===== src/verilog/ssq_pkg.sv =====
package ssq_pkg;

	// Register word indexes on the host word port: six output words, then two input words.
	localparam logic [2:0] OW_CTRL = 3'h0;
	localparam logic [2:0] OW_MASK = 3'h1;
	localparam logic [2:0] OW_CLEAR = 3'h2;
	localparam logic [2:0] OW_LAST = 3'h5;
	localparam logic [2:0] IW_STATUS = 3'h6;
	localparam logic [2:0] IW_COUNT = 3'h7;
	localparam int NUM_OUT_WORDS = 6;

	// Control word bit positions.
	localparam int CTRL_ASCII = 0;
	localparam int CTRL_ONE_BASED = 1;
	localparam int CTRL_COIL_RELAY = 2;
	localparam int CTRL_EXT32 = 3;
	localparam int CTRL_LOOPBACK = 4;
	localparam logic [15:0] CTRL_RESET = 16'h0000;

	// Sticky event bits, same layout in status, mask and clear words.
	localparam int EV_DONE = 0;
	localparam int EV_OVERRUN = 1;
	localparam int EV_LOOP_RX = 2;
	localparam int NUM_EV = 3;

	// Protocol variable classes carried in the first query byte.
	localparam logic [1:0] CLS_COIL = 2'h0;
	localparam logic [1:0] CLS_INPUT = 2'h1;
	localparam logic [1:0] CLS_HOLDING = 2'h2;
	localparam logic [1:0] CLS_INREG = 2'h3;

	// Host memory types asked for on the memory request port.
	localparam logic [2:0] MEM_DISCRETE_OUT = 3'h0;
	localparam logic [2:0] MEM_INTERNAL_RELAY = 3'h1;
	localparam logic [2:0] MEM_DISCRETE_IN = 3'h2;
	localparam logic [2:0] MEM_VARIABLE = 3'h3;
	localparam logic [2:0] MEM_PLC_INPUT_WORD = 3'h4;

	// Query length in bytes: class, address high, address low, count high, count low.
	localparam logic [2:0] QUERY_BYTES = 3'h5;

	// Loopback test pattern runs over the printable characters.
	localparam logic [7:0] LOOP_FIRST = 8'h20;
	localparam logic [7:0] LOOP_LAST = 8'h7e;

	// Indicator timing.
	localparam int CLK_MHZ = 200;
	localparam int LED_HOLD_MS = 50;
	localparam int LED_HOLD_CYC = LED_HOLD_MS * 1000 * CLK_MHZ;

endpackage


===== src/verilog/ssq_hex_enc.sv =====
`timescale 1ns/10ps
// Passes bytes straight through in binary framing, or splits each byte into two hex characters.
module ssq_hex_enc
(
	input wire logic i_ref_clk, // System clock.
	input wire logic i_reset_n, // Asynchronous reset, active low.
	input wire logic i_ascii, // High selects hex character output.
	input wire logic i_valid, // Byte offered.
	input wire logic [7:0] i_byte, // Byte to send.
	output logic o_ready, // Byte taken this cycle when valid.
	output logic o_valid, // Character or byte on the line side.
	output logic [7:0] o_byte, // Character or byte value.
	input wire logic i_ready // Line side takes the output.
);

	typedef struct packed
	{
		logic busy;
		logic low;
		logic [7:0] hold;
		logic [7:0] out;
	} ssq_enc_t;

	ssq_enc_t s_q, s_d;

	// Maps a nibble to its upper-case hex character.
	function automatic logic [7:0] hex_char(input logic [3:0] n);
		hex_char = (n < 4'ha) ? {4'h3, n} : 8'(8'h37 + {4'h0, n});
	endfunction

	// Takes a new byte only when idle, then sends it whole, or in hex framing sends high nibble then low nibble.
	always_comb
	begin
		s_d = s_q;
		if (s_q.busy && i_ready)
		begin
			if (i_ascii && !s_q.low)
			begin
				s_d.low = 1'b1;
				s_d.out = hex_char(s_q.hold[3:0]); // see RQ11
			end
			else
			begin
				s_d.busy = 1'b0;
			end
		end
		if (i_valid && !s_q.busy)
		begin
			s_d.busy = 1'b1;
			s_d.low = 1'b0;
			s_d.hold = i_byte;
			s_d.out = i_ascii ? hex_char(i_byte[7:4]) : i_byte; // see RQ2 see RQ11
		end
	end

	// State register.
	always_ff @(posedge i_ref_clk or negedge i_reset_n)
	begin
		if (!i_reset_n)
			s_q <= '0;
		else
			s_q <= s_d;
	end

	assign o_ready = !s_q.busy;
	assign o_valid = s_q.busy;
	assign o_byte = s_q.out;

endmodule


===== src/verilog/ssq_query_mapper.sv =====
`timescale 1ns/10ps
// Functional notes
// RQ1 - Host sees two input words and six output words on its word port.
// RQ2 - Queries and responses work in binary and in hex character framing.
// RQ3 - Decode query, request host memory, await reply, then send response.
// RQ4 - One control bit selects between the two relative address bases.
// RQ5 - Standard mode: query addresses count from zero.
// RQ6 - Legacy one based mode: query addresses count from one.
// RQ7 - Coils map to discrete outputs or relays; 32-bit option forces relays.
// RQ8 - With the 32-bit option each register item moves two words.
// RQ9 - First discrete item goes to bit 0, filling upward byte by byte.
// RQ10 - Unused high bits of the last discrete byte are zero.
// RQ11 - Hex framing sends each byte as two characters, high nibble first.
// RQ12 - Active indicator steady when diagnostics pass, blinking on a hardware fault.
// RQ13 - Loopback pulses transmit indicator while sending, receive indicator on return.
// RQ14 - Only terminal slave protocols run without host logic; this block needs it.
// RQ15 - Loopback sends a running series of printable characters on the port.
module ssq_query_mapper
#(
	parameter int LED_HOLD_CYC = ssq_pkg::LED_HOLD_CYC // Indicator pulse and blink half period.
)
(
	input wire logic i_ref_clk, // System clock, 200 MHz.
	input wire logic i_reset_n, // Asynchronous reset, active low.
	input wire logic [2:0] i_addr, // Host word index.
	input wire logic [15:0] i_wdata, // Host write data.
	input wire logic i_wr, // Host write strobe.
	input wire logic i_rd, // Host read strobe.
	output logic [15:0] o_rdata, // Read data, valid the cycle after the strobe.
	output logic o_irq, // Level interrupt.
	input wire logic i_rx_valid, // Received byte or character strobe.
	input wire logic [7:0] i_rx_byte, // Received byte or character.
	output logic o_tx_valid, // Transmit byte or character offered.
	output logic [7:0] o_tx_byte, // Transmit byte or character.
	input wire logic i_tx_ready, // Transmitter takes the byte.
	output logic o_mem_req, // Host memory read request, held until acknowledged.
	output logic [2:0] o_mem_type, // Host memory type.
	output logic [15:0] o_mem_addr, // One based host item address.
	input wire logic i_mem_ack, // Host reply strobe.
	input wire logic [15:0] i_mem_data, // Host reply data, bit 0 for discrete items.
	input wire logic i_diag_done, // Power-up diagnostics finished.
	input wire logic i_diag_fault, // Diagnostics found a hardware fault.
	output logic o_active_led, // Active indicator.
	output logic o_transmit_indicator, // Transmit indicator.
	output logic o_receive_indicator // Receive indicator.
);

	localparam int NUM_OUT_WORDS_W = ssq_pkg::NUM_OUT_WORDS;

	typedef enum logic [6:0]
	{
		ST_IDLE = 7'b0000001,
		ST_RXQ = 7'b0000010,
		ST_REQ = 7'b0000100,
		ST_EMIT = 7'b0001000,
		ST_DONE = 7'b0010000,
		ST_LOOP = 7'b0100000,
		ST_HDR = 7'b1000000
	} ssq_state_t;

	typedef struct packed
	{
		ssq_state_t st;
		logic [2:0] nbytes;
		logic nib_ok;
		logic [3:0] nib;
		logic [1:0] cls;
		logic [15:0] base;
		logic [15:0] cnt;
		logic [15:0] item;
		logic [7:0] sh;
		logic [2:0] bitn;
		logic [15:0] wbuf;
		logic lowbyte;
		logic byte_ok;
		logic [7:0] tx_byte;
		logic [NUM_OUT_WORDS_W-1:0][15:0] wy;
		logic [2:0] ev;
		logic [15:0] rdata;
		logic [7:0] loop_ch;
		logic [31:0] tx_led;
		logic [31:0] rx_led;
		logic [31:0] blink;
		logic blink_on;
		logic gap;
	} ssq_top_t;
	localparam logic [31:0] HOLD = 32'(LED_HOLD_CYC);

	ssq_top_t s_q, s_d;
	logic enc_ready;
	logic rx_ok;
	logic [7:0] rx_val;
	logic discrete;
	logic [15:0] ctrl;
	logic [2:0] ev_set;

	// Turns a hex character into its nibble.
	function automatic logic [3:0] hex_val(input logic [7:0] c);
		hex_val = (c >= 8'h41) ? 4'(c[3:0] + 4'h9) : c[3:0];
	endfunction

	assign ctrl = s_q.wy[ssq_pkg::OW_CTRL];
	assign discrete = (s_q.cls == ssq_pkg::CLS_COIL) || (s_q.cls == ssq_pkg::CLS_INPUT);

	// Host memory type and item address for the current item.
	always_comb
	begin
		case (s_q.cls)
			ssq_pkg::CLS_COIL: o_mem_type = (ctrl[ssq_pkg::CTRL_COIL_RELAY] || ctrl[ssq_pkg::CTRL_EXT32]) ?
				ssq_pkg::MEM_INTERNAL_RELAY : ssq_pkg::MEM_DISCRETE_OUT; // see RQ7
			ssq_pkg::CLS_INPUT: o_mem_type = ssq_pkg::MEM_DISCRETE_IN;
			ssq_pkg::CLS_HOLDING: o_mem_type = ssq_pkg::MEM_VARIABLE;
			default: o_mem_type = ssq_pkg::MEM_PLC_INPUT_WORD;
		endcase
		// Zero based queries need one added; one based queries map straight through.
		o_mem_addr = 16'(s_q.base + s_q.item + (ctrl[ssq_pkg::CTRL_ONE_BASED] ? 16'h0000 : 16'h0001)); // see RQ4 see RQ5 see RQ6
	end

	// In hex framing two characters make one query byte.
	always_comb
	begin
		rx_ok = 1'b0;
		rx_val = i_rx_byte;
		if (i_rx_valid)
		begin
			if (!ctrl[ssq_pkg::CTRL_ASCII])
				rx_ok = 1'b1; // see RQ2
			else if (s_q.nib_ok)
			begin
				rx_ok = 1'b1;
				rx_val = {s_q.nib, hex_val(i_rx_byte)};
			end
		end
	end

	// Query decode, host memory walk, response build, loopback, host word port and indicators.
	always_comb
	begin
		s_d = s_q;
		ev_set = '0;
		s_d.gap = 1'b0;
		if (i_rx_valid && ctrl[ssq_pkg::CTRL_ASCII] && s_q.st != ST_LOOP)
		begin
			s_d.nib_ok = !s_q.nib_ok;
			s_d.nib = hex_val(i_rx_byte);
		end
		case (s_q.st)
			ST_IDLE, ST_RXQ:
			begin
				if (ctrl[ssq_pkg::CTRL_LOOPBACK] && s_q.st == ST_IDLE)
				begin
					s_d.st = ST_LOOP;
					s_d.loop_ch = ssq_pkg::LOOP_FIRST;
					s_d.tx_byte = ssq_pkg::LOOP_FIRST; // see RQ15
					s_d.nib_ok = 1'b0;
				end
				else if (rx_ok)
				begin
					// Collects class, address and count, then starts the host walk.
					s_d.st = ST_RXQ;
					s_d.nbytes = 3'(s_q.nbytes + 3'h1);
					case (s_q.nbytes)
						3'h0: s_d.cls = rx_val[1:0];
						3'h1: s_d.base[15:8] = rx_val;
						3'h2: s_d.base[7:0] = rx_val;
						3'h3: s_d.cnt[15:8] = rx_val;
						default: s_d.cnt[7:0] = rx_val;
					endcase
					if (s_q.nbytes == 3'(ssq_pkg::QUERY_BYTES - 3'h1))
					begin
						s_d.nbytes = '0;
						s_d.item = '0;
						s_d.sh = '0;
						s_d.bitn = '0;
						s_d.st = ST_HDR; // see RQ3
						// With the 32-bit option each register item is two host words.
						if (s_d.cls[1] && ctrl[ssq_pkg::CTRL_EXT32])
							s_d.cnt = {s_d.cnt[14:0], 1'b0}; // see RQ8
						s_d.tx_byte = s_d.cls[1] ? 8'({s_d.cnt[6:0], 1'b0}) : 8'(16'(s_d.cnt + 16'h0007) >> 3);
					end
				end
			end
			ST_HDR:
			begin
				// Sends the byte count, then asks the host for the first item.
				if (enc_ready)
					s_d.st = (s_q.cnt == '0) ? ST_DONE : ST_REQ;
			end
			ST_REQ:
			begin
				if (i_mem_ack)
				begin
					// The request drops for a cycle so the host never sees one request answered twice.
					s_d.gap = 1'b1; // see RQ3
					s_d.item = 16'(s_q.item + 16'h0001);
					if (discrete)
					begin
						s_d.sh = s_q.sh | (8'(i_mem_data[0]) << s_q.bitn); // see RQ9
						s_d.bitn = 3'(s_q.bitn + 3'h1);
						// Byte goes out full or at the last item with zero high bits.
						if (s_q.bitn == 3'h7 || s_d.item == s_q.cnt) // see RQ10
						begin
							s_d.tx_byte = s_d.sh;
							s_d.lowbyte = 1'b1;
							s_d.st = ST_EMIT;
						end
					end
					else
					begin
						s_d.wbuf = i_mem_data;
						s_d.tx_byte = i_mem_data[15:8];
						s_d.lowbyte = 1'b0;
						s_d.st = ST_EMIT;
					end
				end
			end
			ST_EMIT:
			begin
				if (enc_ready)
				begin
					if (!s_q.lowbyte)
					begin
						s_d.tx_byte = s_q.wbuf[7:0];
						s_d.lowbyte = 1'b1;
					end
					else
					begin
						s_d.sh = '0;
						s_d.bitn = '0;
						s_d.st = (s_q.item == s_q.cnt) ? ST_DONE : ST_REQ;
					end
				end
			end
			ST_DONE:
			begin
				ev_set[ssq_pkg::EV_DONE] = 1'b1;
				s_d.st = ST_IDLE;
				s_d.nib_ok = 1'b0;
			end
			default:
			begin
				// Loopback sends a rolling printable pattern until the mode is left.
				if (enc_ready)
				begin
					s_d.loop_ch = (s_q.loop_ch == ssq_pkg::LOOP_LAST) ? ssq_pkg::LOOP_FIRST :
						8'(s_q.loop_ch + 8'h01); // see RQ15
				end
				if (!ctrl[ssq_pkg::CTRL_LOOPBACK] && enc_ready)
					s_d.st = ST_IDLE;
				if (i_rx_valid)
					ev_set[ssq_pkg::EV_LOOP_RX] = 1'b1;
			end
		endcase
		if (s_q.st == ST_LOOP)
			s_d.tx_byte = s_d.loop_ch;
		// Bytes arriving while a query is being answered are dropped and flagged.
		if (i_rx_valid && (s_q.st == ST_REQ || s_q.st == ST_EMIT || s_q.st == ST_HDR))
			ev_set[ssq_pkg::EV_OVERRUN] = 1'b1;

		// Host word port: output words are stored, the clear word is write-one-to-clear.
		s_d.rdata = '0;
		if (i_wr)
		begin
			if (i_addr == ssq_pkg::OW_CLEAR)
				s_d.ev = s_q.ev & ~i_wdata[ssq_pkg::NUM_EV-1:0];
			else if (i_addr <= ssq_pkg::OW_LAST)
				s_d.wy[i_addr] = i_wdata; // see RQ1
		end
		s_d.ev = s_d.ev | ev_set;
		if (i_rd)
		begin
			if (i_addr == ssq_pkg::IW_STATUS)
				s_d.rdata = {6'h00, s_q.st, s_q.ev}; // see RQ1
			else if (i_addr == ssq_pkg::IW_COUNT)
				s_d.rdata = s_q.item;
			else if (i_addr == ssq_pkg::OW_CLEAR)
				s_d.rdata = '0;
			else
				s_d.rdata = s_q.wy[i_addr];
		end

		// Indicator stretchers and blink timer.
		s_d.tx_led = (o_tx_valid && i_tx_ready) ? HOLD : ((s_q.tx_led != '0) ? 32'(s_q.tx_led - 32'h1) : '0); // see RQ13
		s_d.rx_led = i_rx_valid ? HOLD : ((s_q.rx_led != '0) ? 32'(s_q.rx_led - 32'h1) : '0); // see RQ13
		if (s_q.blink >= 32'(HOLD - 32'h1))
		begin
			s_d.blink = '0;
			s_d.blink_on = !s_q.blink_on;
		end
		else
		begin
			s_d.blink = 32'(s_q.blink + 32'h1);
		end
	end

	// State register.
	always_ff @(posedge i_ref_clk or negedge i_reset_n)
	begin
		if (!i_reset_n)
		begin
			s_q <= '0;
			s_q.st <= ST_IDLE;
			s_q.wy[ssq_pkg::OW_CTRL] <= ssq_pkg::CTRL_RESET;
		end
		else
		begin
			s_q <= s_d;
		end
	end

	// Response bytes pass through the framing encoder.
	ssq_hex_enc u_enc
	(
		.i_ref_clk(i_ref_clk),
		.i_reset_n(i_reset_n),
		.i_ascii(ctrl[ssq_pkg::CTRL_ASCII] && s_q.st != ST_LOOP),
		.i_valid(s_q.st == ST_HDR || s_q.st == ST_EMIT || s_q.st == ST_LOOP),
		.i_byte(s_q.tx_byte),
		.o_ready(enc_ready),
		.o_valid(o_tx_valid),
		.o_byte(o_tx_byte),
		.i_ready(i_tx_ready)
	);

	// Outputs.
	assign o_mem_req = (s_q.st == ST_REQ) && !s_q.gap; // see RQ3
	assign o_rdata = s_q.rdata;
	assign o_irq = |(s_q.ev & s_q.wy[ssq_pkg::OW_MASK][ssq_pkg::NUM_EV-1:0]);
	assign o_transmit_indicator = (s_q.tx_led != '0);
	assign o_receive_indicator = (s_q.rx_led != '0);
	assign o_active_led = i_diag_done && (!i_diag_fault || s_q.blink_on); // see RQ12

endmodule


===== config.mk =====
export PLATFORM = sky130hd
export DESIGN_NAME = ssq_query_mapper
export DESIGN_NICKNAME = d
export VERILOG_FILES = /design/src/verilog/ssq_pkg.sv /design/src/verilog/ssq_hex_enc.sv /design/src/verilog/ssq_query_mapper.sv
export SDC_FILE = /design/constraint.sdc
export NUM_CORES = 1
export LEC_CHECK = 0
export ABC_AREA = 1
export BUFFER_PORTS_ARGS = -buffer_cell sky130_fd_sc_hd__buf_4
export CAP_MARGIN = 20
export CORE_MARGIN = 1
export CORE_UTILIZATION = 55
export DETAILED_ROUTE_END_ITERATION = 12
export GPL_TIMING_DRIVEN = 0
export PLACE_DENSITY = 0.82
export SLEW_MARGIN = 20
export SYNTH_ARGS = -nofsm -noshare
export SYNTH_HDL_FRONTEND = slang
export SYNTH_SLANG_ARGS = --single-unit

===== constraint.sdc =====
create_clock -name i_ref_clk -period 6.56 [get_ports i_ref_clk]
set_input_delay 1.312 -clock i_ref_clk [delete_from_list [all_inputs] [get_ports i_ref_clk]]
set_output_delay 1.312 -clock i_ref_clk [all_outputs]
set_load 0.02 [all_outputs]

==> results_dict.tcl, run 1 <==
set metrics [dict create \
    place_ws_ps 1970 \
    yosysWarnings 0 \
    cts_hold_buf 0 \
    fmax_ghz 0.194 \
    synth_cell_types 66 \
    vias 15400 \
    synth_top_cell_by_area "dfrtp_1" \
    crit_family "adder cells" \
    grt_pass1_vias 15000 \
    slew_headroom_pct 37.2 \
    cts_root_buffer "clkbuf_16" \
    crit_required_ps 5250 \
    dpl.cell_count 2623 \
    met1Wirelength_um 19100 \
    htree_levels 2 \
    cts_tree "yes" \
    powerDensity_nw_per_um2 379 \
    finalCriticalPeriod_ps 5170 \
    syn_to_final_growth_pct 15.3 \
    synth-compound-area-share_pct 15.4 \
    p_leak_nw 9.52 \
    cp-startpoint "s_q[258]$_DFFE_PN0P_" \
    synth_edf_count 0 \
    final_hold_viol_count 0 \
    rsz0062_at_grt "no" \
    firstDrtPassIters 8 \
    maxCapViolations 0 \
    worst-setup-path-type "reg2out" \
    clk_latency_ps 530 \
    grt_first_pass_wirelength_um 74200 \
    synth.area.mux_share_pct 0.330 \
    instances_no_fill 2686 \
    tightest_slew_ps 936 \
    post_cts_resized 0 \
    dieArea_sq_um 31700 \
    synthXorXnorAreaFrac_pct 5.22 \
    setup_ws_ps 1390 \
    portBuffers 98 \
    finalNetCount 2356 \
    ys_ff_latch 312 \
    holdWs_ps 422 \
    min_to "s_q[34]$_DFF_PN0_" \
    met2_length_um 21600 \
    overflow 0 \
    place_hpwl_um 33000 \
    slowest_stage "dfrtp_1" \
    grt_util_all_layers_pct 29.1 \
    drv_slew 0 \
    clockBufferDepth 3 \
    wl_per_cell_um 16.8 \
    drc 0 \
    multi_input_area_sq_um 7860 \
    ff2ff_path_depth 18 \
    path_clk_slew_ps 60 \
    num-fill-cells 2447 \
    gp_congestion 0.982 \
    synth_top_family_by_area "simple AND/OR/NAND/NOR gates" \
    path_max_fanout 7 \
    fp.dieH_um 178 \
    syn_inst 2119 \
    startpoint_type "flop" \
    yosys.area.top_type_share_pct 45.7 \
    setup_viol 0 \
    routed_wirelength_um 45100 \
    numClockSinks 312 \
    cpMostUsedCell "nand2_1" \
    synth_seq_area_share_pct 45.8 \
    drive_above_1_share_pct 10.7 \
    netlist_top_cells_area "dfrtp_1 (46%), nand2_1 (8.7%), o21ai_0 (7.4%), inv_1 (5.7%), nor2_1 (5.2%)" \
    path_buf_inv 2 \
    min_period_over_period_pct 78.7 \
    crit_chain "fa_1, fa_1, nand3_1, nand2_1, a31oi_1, o21ai_0, nand2_1, nand2_1, a21oi_1, o21ai_0, nand2_1, inv_1, nor2_1, nor2_1, nor2_1, xor2_1, buf_4" \
    yosys.area_share.simple_pct 22.0 \
    layout_common_cells "nand2_1 (395), dfrtp_1 (311), inv_1 (257)" \
    register_area_sq_um 7810 \
    netlist_area_sq_um 17000 \
    layout_commonest_cell "nand2_1" \
    antenna_found_initial 0 \
    ir_drop_mv 0.214 \
    die_w_um 178 \
    post_cts_buffers 0 \
    synthAdderAreaFrac_pct 2.95 \
    synth_ff_type "dfrtp_1" \
    hold_class "reg2reg" \
    io_pins 101 \
    vias_per_cell 5.73 \
    drt_iter0_drc 1177 \
    grt_max_degree 99 \
    r2r_start "s_q[315]$_DFFE_PN0P_" \
    antenna_left 0 \
    ys_async_sr_fraction_pct 100 \
    cp_slowest_stage_delay_ps 540 \
    antenna_cells 0 \
    hold_path_depth 1 \
    highest_layer "met4" \
    skew_ps 17.6 \
    synth_area_per_cell_sq_um 8.04 \
    end_kind "output pin" \
    placementRows 64 \
    placeableCoreArea_sq_um 30500 \
    dr_wl_met3_um 2930 \
    timing.rr.end "s_q[228]$_DFFE_PN0P_" \
    min-delay-start "s_q[34]$_DFF_PN0_" \
    reg2reg_slack_ps 2930 \
    outcome "finished, final reports clean" \
    start_util_pct 55.9 \
    tns_ps 0 \
    numCtsBuffers 36 \
    cp.arrival_ps 3850 \
]
[registers in the layout, summed over array words and instances (netlist names)]
register	cells
s_q	266
u_enc.o_valid	1
o_rdata	16
u_enc.o_byte	8
u_enc.s_q	5
ctrl	16
[per-layer routing]
layer	track usage (%)	vias up
li1	-	7290
met1	39.4	7372
met2	47.9	627
met3	3.84	98
met4	10.5	0
met5	0	-
[cell usage after synthesis (29+ instances only)]
library cell  instances
a21oi_1              82
clkbuf_1             49
dfrtp_1             311
ha_1                 37
inv_1               257
nand2_1             395
nand3_1              90
nor2_1              238
nor3_1               41
o21ai_0             252
o22ai_1              29
xor2_1               76
[area by class of cell]
type,count,share of cell area [%]
Sequential cell,312,39.7
Tap cell,396,2.52
Multi-Input combinational cell,1468,40.0
Clock inverter,13,1.03
Timing Repair Buffer,101,4.20
Clock buffer,50,5.37
Inverter,264,5.05
Buffer,82,2.13
[logic make-up after synthesis]
family / count (synthesis)
AOI/OAI and AO/OA: 460
muxes: 5
adders and majority gates: 39
other: 1
xor gates and xnor gates: 100
DFF: 312
buffers and inverters: 346
and+or+nand+nor: 856
[worst max-delay path by stage]
stage,cells past startpoint,slack (ps),to
after detailed placement,17,1970,o_mem_addr[14]
after global routing,17,1120,o_mem_addr[14]
after floorplan,16,2380,o_mem_addr[14]
final,17,1390,o_mem_addr[14]
after CTS,17,1380,o_mem_addr[14]
after global placement,1,1350,o_rdata[3]$_DFF_PN0_
[where the power goes]
group,switching [W],internal [W]
clock network,0.000812,0.00132
logic,0.00174,0.000953
registers,0.000311,0.00231
[metrics by stage]
stage                     util [%]  power, W  instance area, sq um
after floorplan                  -   0.00443                 17100
after global placement        60.0   0.00517                 18300
after detailed placement      60.3   0.00527                 18400
after CTS                     64.4   0.00743                 19700
after global routing          64.4   0.00789                 19700
final                         64.4   0.00745                 19700
[worst reg2reg max path, cell delays in order (launching register included)]
cell and delay [ps]:
dfrtp_1 360, clkbuf_1 210, inv_1 160, clkbuf_1 360
ha_1 210, clkbuf_1 340, inv_1 220, o21ai_0 580
nand2_1 110, nand2_1 130, nand3_1 80, nor2_1 210
nand3_1 130, nand2_1 90, nand3_1 90, nand2_1 90
nand2_1 50, nand2_1 70, nand2_1 40
No activity file was read; power rests on OpenSTA's default activity.
==> run 2: changes to the inputs <==
- ABC_AREA: 1 -> 0
- clock period: 6.56 -> 4.82 ns (I/O delays scaled with it)
==> run 2 against run 1 <==
  * Sequential power grew 40%
  * Critical path type unchanged
  * Critical endpoint unchanged
  * Wire length shrank 4.0%
  * Highest routed layer unchanged
  * Clock power grew 40%
  * Largest cell class unchanged
==> results_dict.tcl, run 2 <==
set metrics [dict create \
    outcome "finished, final reports clean" \
    synth_ff_type "dfrtp_1" \
    drc 0 \
    die_w_um 178 \
    hold_class "in2async" \
    crit_required_ps 3860 \
    netlist_top_cells_area "dfrtp_1 (46%), mux2_2 (7.2%), nor2_1 (4.4%), xnor2_1 (3.9%), nand2_1 (3.1%)" \
    skew_ps 23.9 \
    placeableCoreArea_sq_um 30600 \
    end_kind "output pin" \
    top_register "s_q" \
    finalNetCount 1947 \
    p_int_w 0.00677 \
    slowest_stage "dfrtp_2" \
    dr_wl_met3_um 3020 \
    worst-setup-path-type "reg2out" \
    startpoint_type "flop" \
    synth_seq_area_share_pct 45.7 \
    layout_common_cells "dfrtp_1 (310), nor2_1 (200), nand2_1 (142)" \
    final_hold_viol_count 0 \
    drive_above_1_share_pct 19.7 \
    cp_slowest_stage_delay_ps 440 \
    synth_cell_types 92 \
    tightest_slew_ps 981 \
    clockBufferDepth 3 \
    grt_util_all_layers_pct 27.9 \
    combPwrFrac_pct 37.9 \
    min_period_over_period_pct 98.2 \
    met2_length_um 20800 \
    clkPwrFrac_pct 27.8 \
    path_max_fanout 2 \
    synth_area_per_cell_sq_um 10.0 \
    layout_commonest_cell "dfrtp_1" \
    tns_ps 0 \
    ys_async_sr_fraction_pct 100 \
    holdWs_ps 321 \
    wl_per_cell_um 19.0 \
    clk_latency_ps 530 \
    yosysWarnings 0 \
    antenna_left 0 \
    swShare_pct 36.8 \
    cts_tree "yes" \
    numClockSinks 312 \
    yosysMostFrequentCell "dfrtp_1" \
    power_switching_w 0.00395 \
    cp.arrival_ps 3770 \
    start_util_pct 55.9 \
    powerDensity_nw_per_um2 541 \
    synth_top_cells_by_count "dfrtp_1 (311), nor2_1 (200), nand2_1 (142)" \
    met1Wirelength_um 18300 \
    cts_root_buffer "clkbuf_16" \
    vias 13900 \
    seqPwrFrac_pct 34.3 \
    gp_congestion 0.907 \
    crit_chain "fa_2, fa_2, a21o_1, a21oi_2, o21bai_1, a211oi_2, o31ai_2, or4_4, a31o_2, a21oi_4, xnor2_2, buf_4" \
    grt_max_degree 98 \
    syn_to_final_growth_pct 15.9 \
    cts_hold_buf 0 \
    ys_ff_latch 312 \
    drv_slew 0 \
    place_hpwl_um 30300 \
    netlist_area_sq_um 17100 \
    vias_per_cell 6.10 \
    ir_drop_mv 0.296 \
    fp.dieH_um 178 \
    maxCapViolations 0 \
    grt_first_pass_wirelength_um 70500 \
    cpMostUsedCell "fa_2" \
    drt_iter0_drc 1353 \
    synth_top_cell_by_area "dfrtp_1" \
    synth_edf_count 0 \
    htree_levels 2 \
    highest_layer "met4" \
    finalCriticalPeriod_ps 4740 \
    p_leak_nw 8.71 \
    antenna_found_initial 0 \
    syn_inst 1707 \
    grt_pass1_vias 13800 \
    fmax_ghz 0.211 \
    overflow 0 \
    slew_headroom_pct 33.9 \
    numCtsBuffers 36 \
    largest_reg_flops 266 \
    portBuffers 97 \
    yosys.area.top_type_share_pct 45.5 \
    routed_wirelength_um 43300 \
    crit_family "compound AO/OA/AOI/OAI gates" \
    io_pins 101 \
    antenna_cells 0 \
    report.power.total_w 0.0107 \
    path_buf_inv 1 \
    path_clk_slew_ps 70 \
    placementRows 64 \
    setup_viol 0 \
    firstDrtPassIters 9 \
    dieArea_sq_um 31800 \
]
==> run 2: cell types whose count changed after synthesis, moves of 15 or more <==
cell     previous run  this run
xor2_1             76        47
or3_1               1        16
and3_1              2        18
nor2_1            238       200
mux2i_1             0        26
o22ai_1            29         5
xnor2_1            23        76
nor2b_1             0        18
inv_1             257        45
nand3_1            90        39
nand2_1           395       142
o21ai_0           252       106
mux2_2              5       110
==> run 2: timing repair <==
action | CTS | global route
gates resized for setup | 5 | 5
buffers inserted | 2 | 1
endpoints found under the hold margin | 0 | 0
pin swaps | 2 | 3
setup endpoints to repair | 2 | 1
==> run 2: cells by family after synthesis <==
family | count (synthesis) | synth area share, %
other | 1 | 0.0219
AO/OA/AOI/OAI | 352 | 13.5
flip-flops | 312 | 45.7
multiplexers | 152 | 10.8
adder cells (fa/ha/maj) | 39 | 2.94
AND/OR/NAND/NOR | 580 | 16.7
XOR/XNOR | 124 | 6.44
buffers and inverters | 147 | 3.95
==> run 2: metal layers <==
layer | track usage (%) | vias to the layer above
li1 | - | 6369
met1 | 37.6 | 6866
met2 | 45.7 | 550
met3 | 4.39 | 107
met4 | 9.68 | 0
met5 | 0 | -
==> run 2: cell type report <==
class                           count  area [sq um]
Sequential cell                   312          7810
Clock inverter                     19           289
Fill cell                        2362         10800
Tap cell                          396           495
Inverter                           47           176
Timing Repair Buffer              104           848
Buffer                            100           498
Clock buffer                       45          1010
Multi-Input combinational cell   1255          8690
==> run 2: metrics by stage <==
step	std cells	instance area (sq um)	setup slack (ps)	utilization (%)
floorplan	1714	17100	614	-
global placement	2207	18300	14.7	60.0
global route	2278	19800	-4.09	64.8
detailed placement	2211	18500	149	60.3
CTS	2277	19800	22.8	64.7
finish	2278	19800	84.4	64.8
==> run 2: power groups by stage <==
stage | Sequential [W] | Combinational, W | Clock [W]
after floorplan | 0.00355 | 0.00290 | 0
after global placement | 0.00367 | 0.00382 | 0
after detailed placement | 0.00370 | 0.00394 | 0
after CTS | 0.00366 | 0.00400 | 0.00301
after global routing | 0.00373 | 0.00445 | 0.00313
final | 0.00368 | 0.00406 | 0.00298
==> run 2: worst paths after layout <==
kind / slack [ps] / to / depth (start not counted) / startpoint
max in group asynchronous: 3270 / s_q[253]$_DFFE_PN0P_ / 3 / i_reset_n
min in group i_ref_clk: 460 / s_q[66]$_DFF_PN0_ / 1 / s_q[66]$_DFF_PN0_
min reg2reg: 460 / s_q[66]$_DFF_PN0_ / 1 / s_q[66]$_DFF_PN0_
min: 320 / s_q[93]$_DFF_PN0_ / 1 / i_reset_n
max: 80 / o_mem_addr[14] / 12 / s_q[258]$_DFFE_PN0P_
max reg2reg: 1190 / s_q[319]$_DFFE_PN0P_ / 10 / s_q[259]$_DFFE_PN0P_
==> run 3: changes to the inputs <==
- CORE_MARGIN: 1 -> 2
==> run 3 against run 2 <==
  * Global-route usage is 1.3 points lower
  * Largest cell class unchanged
  * Largest power group unchanged
  * The run now ends with negative setup slack left
  * Sequential share of layout area increased by 0.19 points
  * Sequential power is essentially flat
==> results_dict.tcl, run 3 (synthesis results as in run 2) <==
set metrics [dict create \
    outcome "finished with violations" \
    violations "negative setup slack" \
    cts_root_buffer "clkbuf_16" \
    firstDrtPassIters 6 \
    setup_ws_ps -4.55 \
    antenna_cells 0 \
    hold_class "in2async" \
    end_kind "output pin" \
    clk_latency_ps 530 \
    fmax_ghz 0.207 \
    clockBufferDepth 3 \
    tightest_slew_ps 994 \
    drv_slew 0 \
    io_pins 101 \
    cp_slowest_stage_delay_ps 450 \
    vias 13600 \
    drt_iter0_drc 1140 \
    place_hpwl_um 30600 \
    placementRows 64 \
    powerDensity_nw_per_um2 537 \
    final_hold_viol_count 0 \
    crit_family "compound AO/OA/AOI/OAI gates" \
    die_w_um 180 \
    grt_max_degree 98 \
    ir_drop_mv 0.359 \
    rsz0062_at_grt "yes" \
    cp.arrival_ps 3860 \
    setup_viol 1 \
    num-fill-cells 2386 \
    overflow 0 \
    instances_no_fill 2275 \
    top_register "s_q" \
    crit_required_ps 3860 \
    vias_per_cell 5.99 \
    slowest_stage "or4_1" \
    reg2reg_slack_ps 1190 \
    routed_wirelength_um 43100 \
    path_clk_slew_ps 60 \
    maxCapViolations 0 \
    slew_headroom_pct 33.0 \
    antenna_found_initial 0 \
    grt_first_pass_wirelength_um 70600 \
    layout_common_cells "dfrtp_1 (310), nor2_1 (200), nand2_1 (142)" \
    htree_levels 2 \
    gp_congestion 0.906 \
    antenna_left 0 \
    placeableCoreArea_sq_um 30600 \
    finalCriticalPeriod_ps 4820 \
    min_period_over_period_pct 100 \
    numClockSinks 312 \
    drive_above_1_share_pct 19.3 \
    worst-setup-path-type "reg2out" \
    skew_ps 24.4 \
    dpl.cell_count 2210 \
    report.power.total_w 0.0106 \
    startpoint_type "flop" \
    grt_util_all_layers_pct 26.5 \
    wl_per_cell_um 18.9 \
    dieArea_sq_um 32500 \
    p_leak_nw 8.67 \
    portBuffers 97 \
    numCtsBuffers 36 \
    cts_hold_buf 0 \
    crit_chain "inv_1, fa_2, fa_2, a21o_1, a21oi_2, o21bai_2, a211oi_2, o31ai_1, or4_1, a31o_2, a21oi_2, xnor2_2, buf_4" \
    finalNetCount 1945 \
    path_buf_inv 2 \
    start_util_pct 55.9 \
    grt_pass1_vias 13600 \
    syn_to_final_growth_pct 15.4 \
    fp.dieH_um 180 \
    cts_tree "yes" \
    path_depth 13 \
    layout_commonest_cell "dfrtp_1" \
    largest_reg_flops 266 \
    path_max_fanout 2 \
    drc 0 \
    ff2ff_path_depth 10 \
]
run 3: final timing paths:
| check | start | end |
|---|---|---|
| min reg2reg | s_q[253]$_DFFE_PN0P_ | s_q[253]$_DFFE_PN0P_ |
| min | i_reset_n | s_q[93]$_DFF_PN0_ |
| max in group asynchronous | i_reset_n | s_q[179]$_DFFE_PN0P_ |
| max reg2reg | s_q[259]$_DFFE_PN0P_ | s_q[319]$_DFFE_PN0P_ |
| min in group i_ref_clk | s_q[253]$_DFFE_PN0P_ | s_q[253]$_DFFE_PN0P_ |
| max | ctrl[1]$_DFFE_PN0P_ | o_mem_addr[14] |
run 3: final cells by class:
class / count / area (sq um) / area share, %
sequential: 312 / 7810 / 39.6
buffer: 100 / 498 / 2.53
clock inverter: 16 / 254 / 1.29
multi-input combinational: 1255 / 8690 / 44.1
clock buffer: 47 / 962 / 4.88
inverter: 47 / 176 / 0.895
timing repair buffer: 102 / 833 / 4.23
tap: 396 / 495 / 2.51
run 3: per-stage QoR:
step	setup slack, ps	hold WS, ps	setup TNS (ps)	area (sq um)	utilization (%)
detailed placement	137	461	0	18400	60.3
finish	-4.55	352	-4.55	19700	64.5
floorplan	614	428	0	17100	-
CTS	30.9	350	0	19700	64.3
global placement	-0.866	454	-11.4	18300	60.0
global route	-92.3	370	-92.3	19700	64.5
run 3: worst register-to-register path, cell delays in order, from the launching register on:
cell and delay, ps:
dfrtp_1 620, ha_1 400, and3_1 190, clkbuf_1 270
nand3_1 290, a22oi_1 230, o2111ai_1 190, a2111oi_4 410
nor2_1 130, a211oi_4 450, mux2_4 340
run 3: timing repair:
action / in CTS / in global routing
gates resized for setup: 5 / 4
endpoints found under the setup margin: 3 / 2
buffers inserted: 1 / 1
pin swaps: 2 / 3
run 3: where the power goes:
group | switching (W) | internal [W] | total [W]
clock | 0.00112 | 0.00174 | 0.00286
sequential | 0.000493 | 0.00318 | 0.00368
combinational | 0.00232 | 0.00173 | 0.00405
total | 0.00393 | 0.00665 | 0.0106
run 3: per-layer routing:
metal | up-vias | routed length [um] | share of wire, % | track usage (%)
li1 | 6359 | - | - | -
met1 | 6642 | 18400 | 43 | 36.4
met2 | 534 | 20700 | 48 | 43.8
met3 | 103 | 2870 | 6.7 | 4.02
met4 | 0 | 1150 | 2.7 | 8.13
met5 | - | 0 | 0 | 0
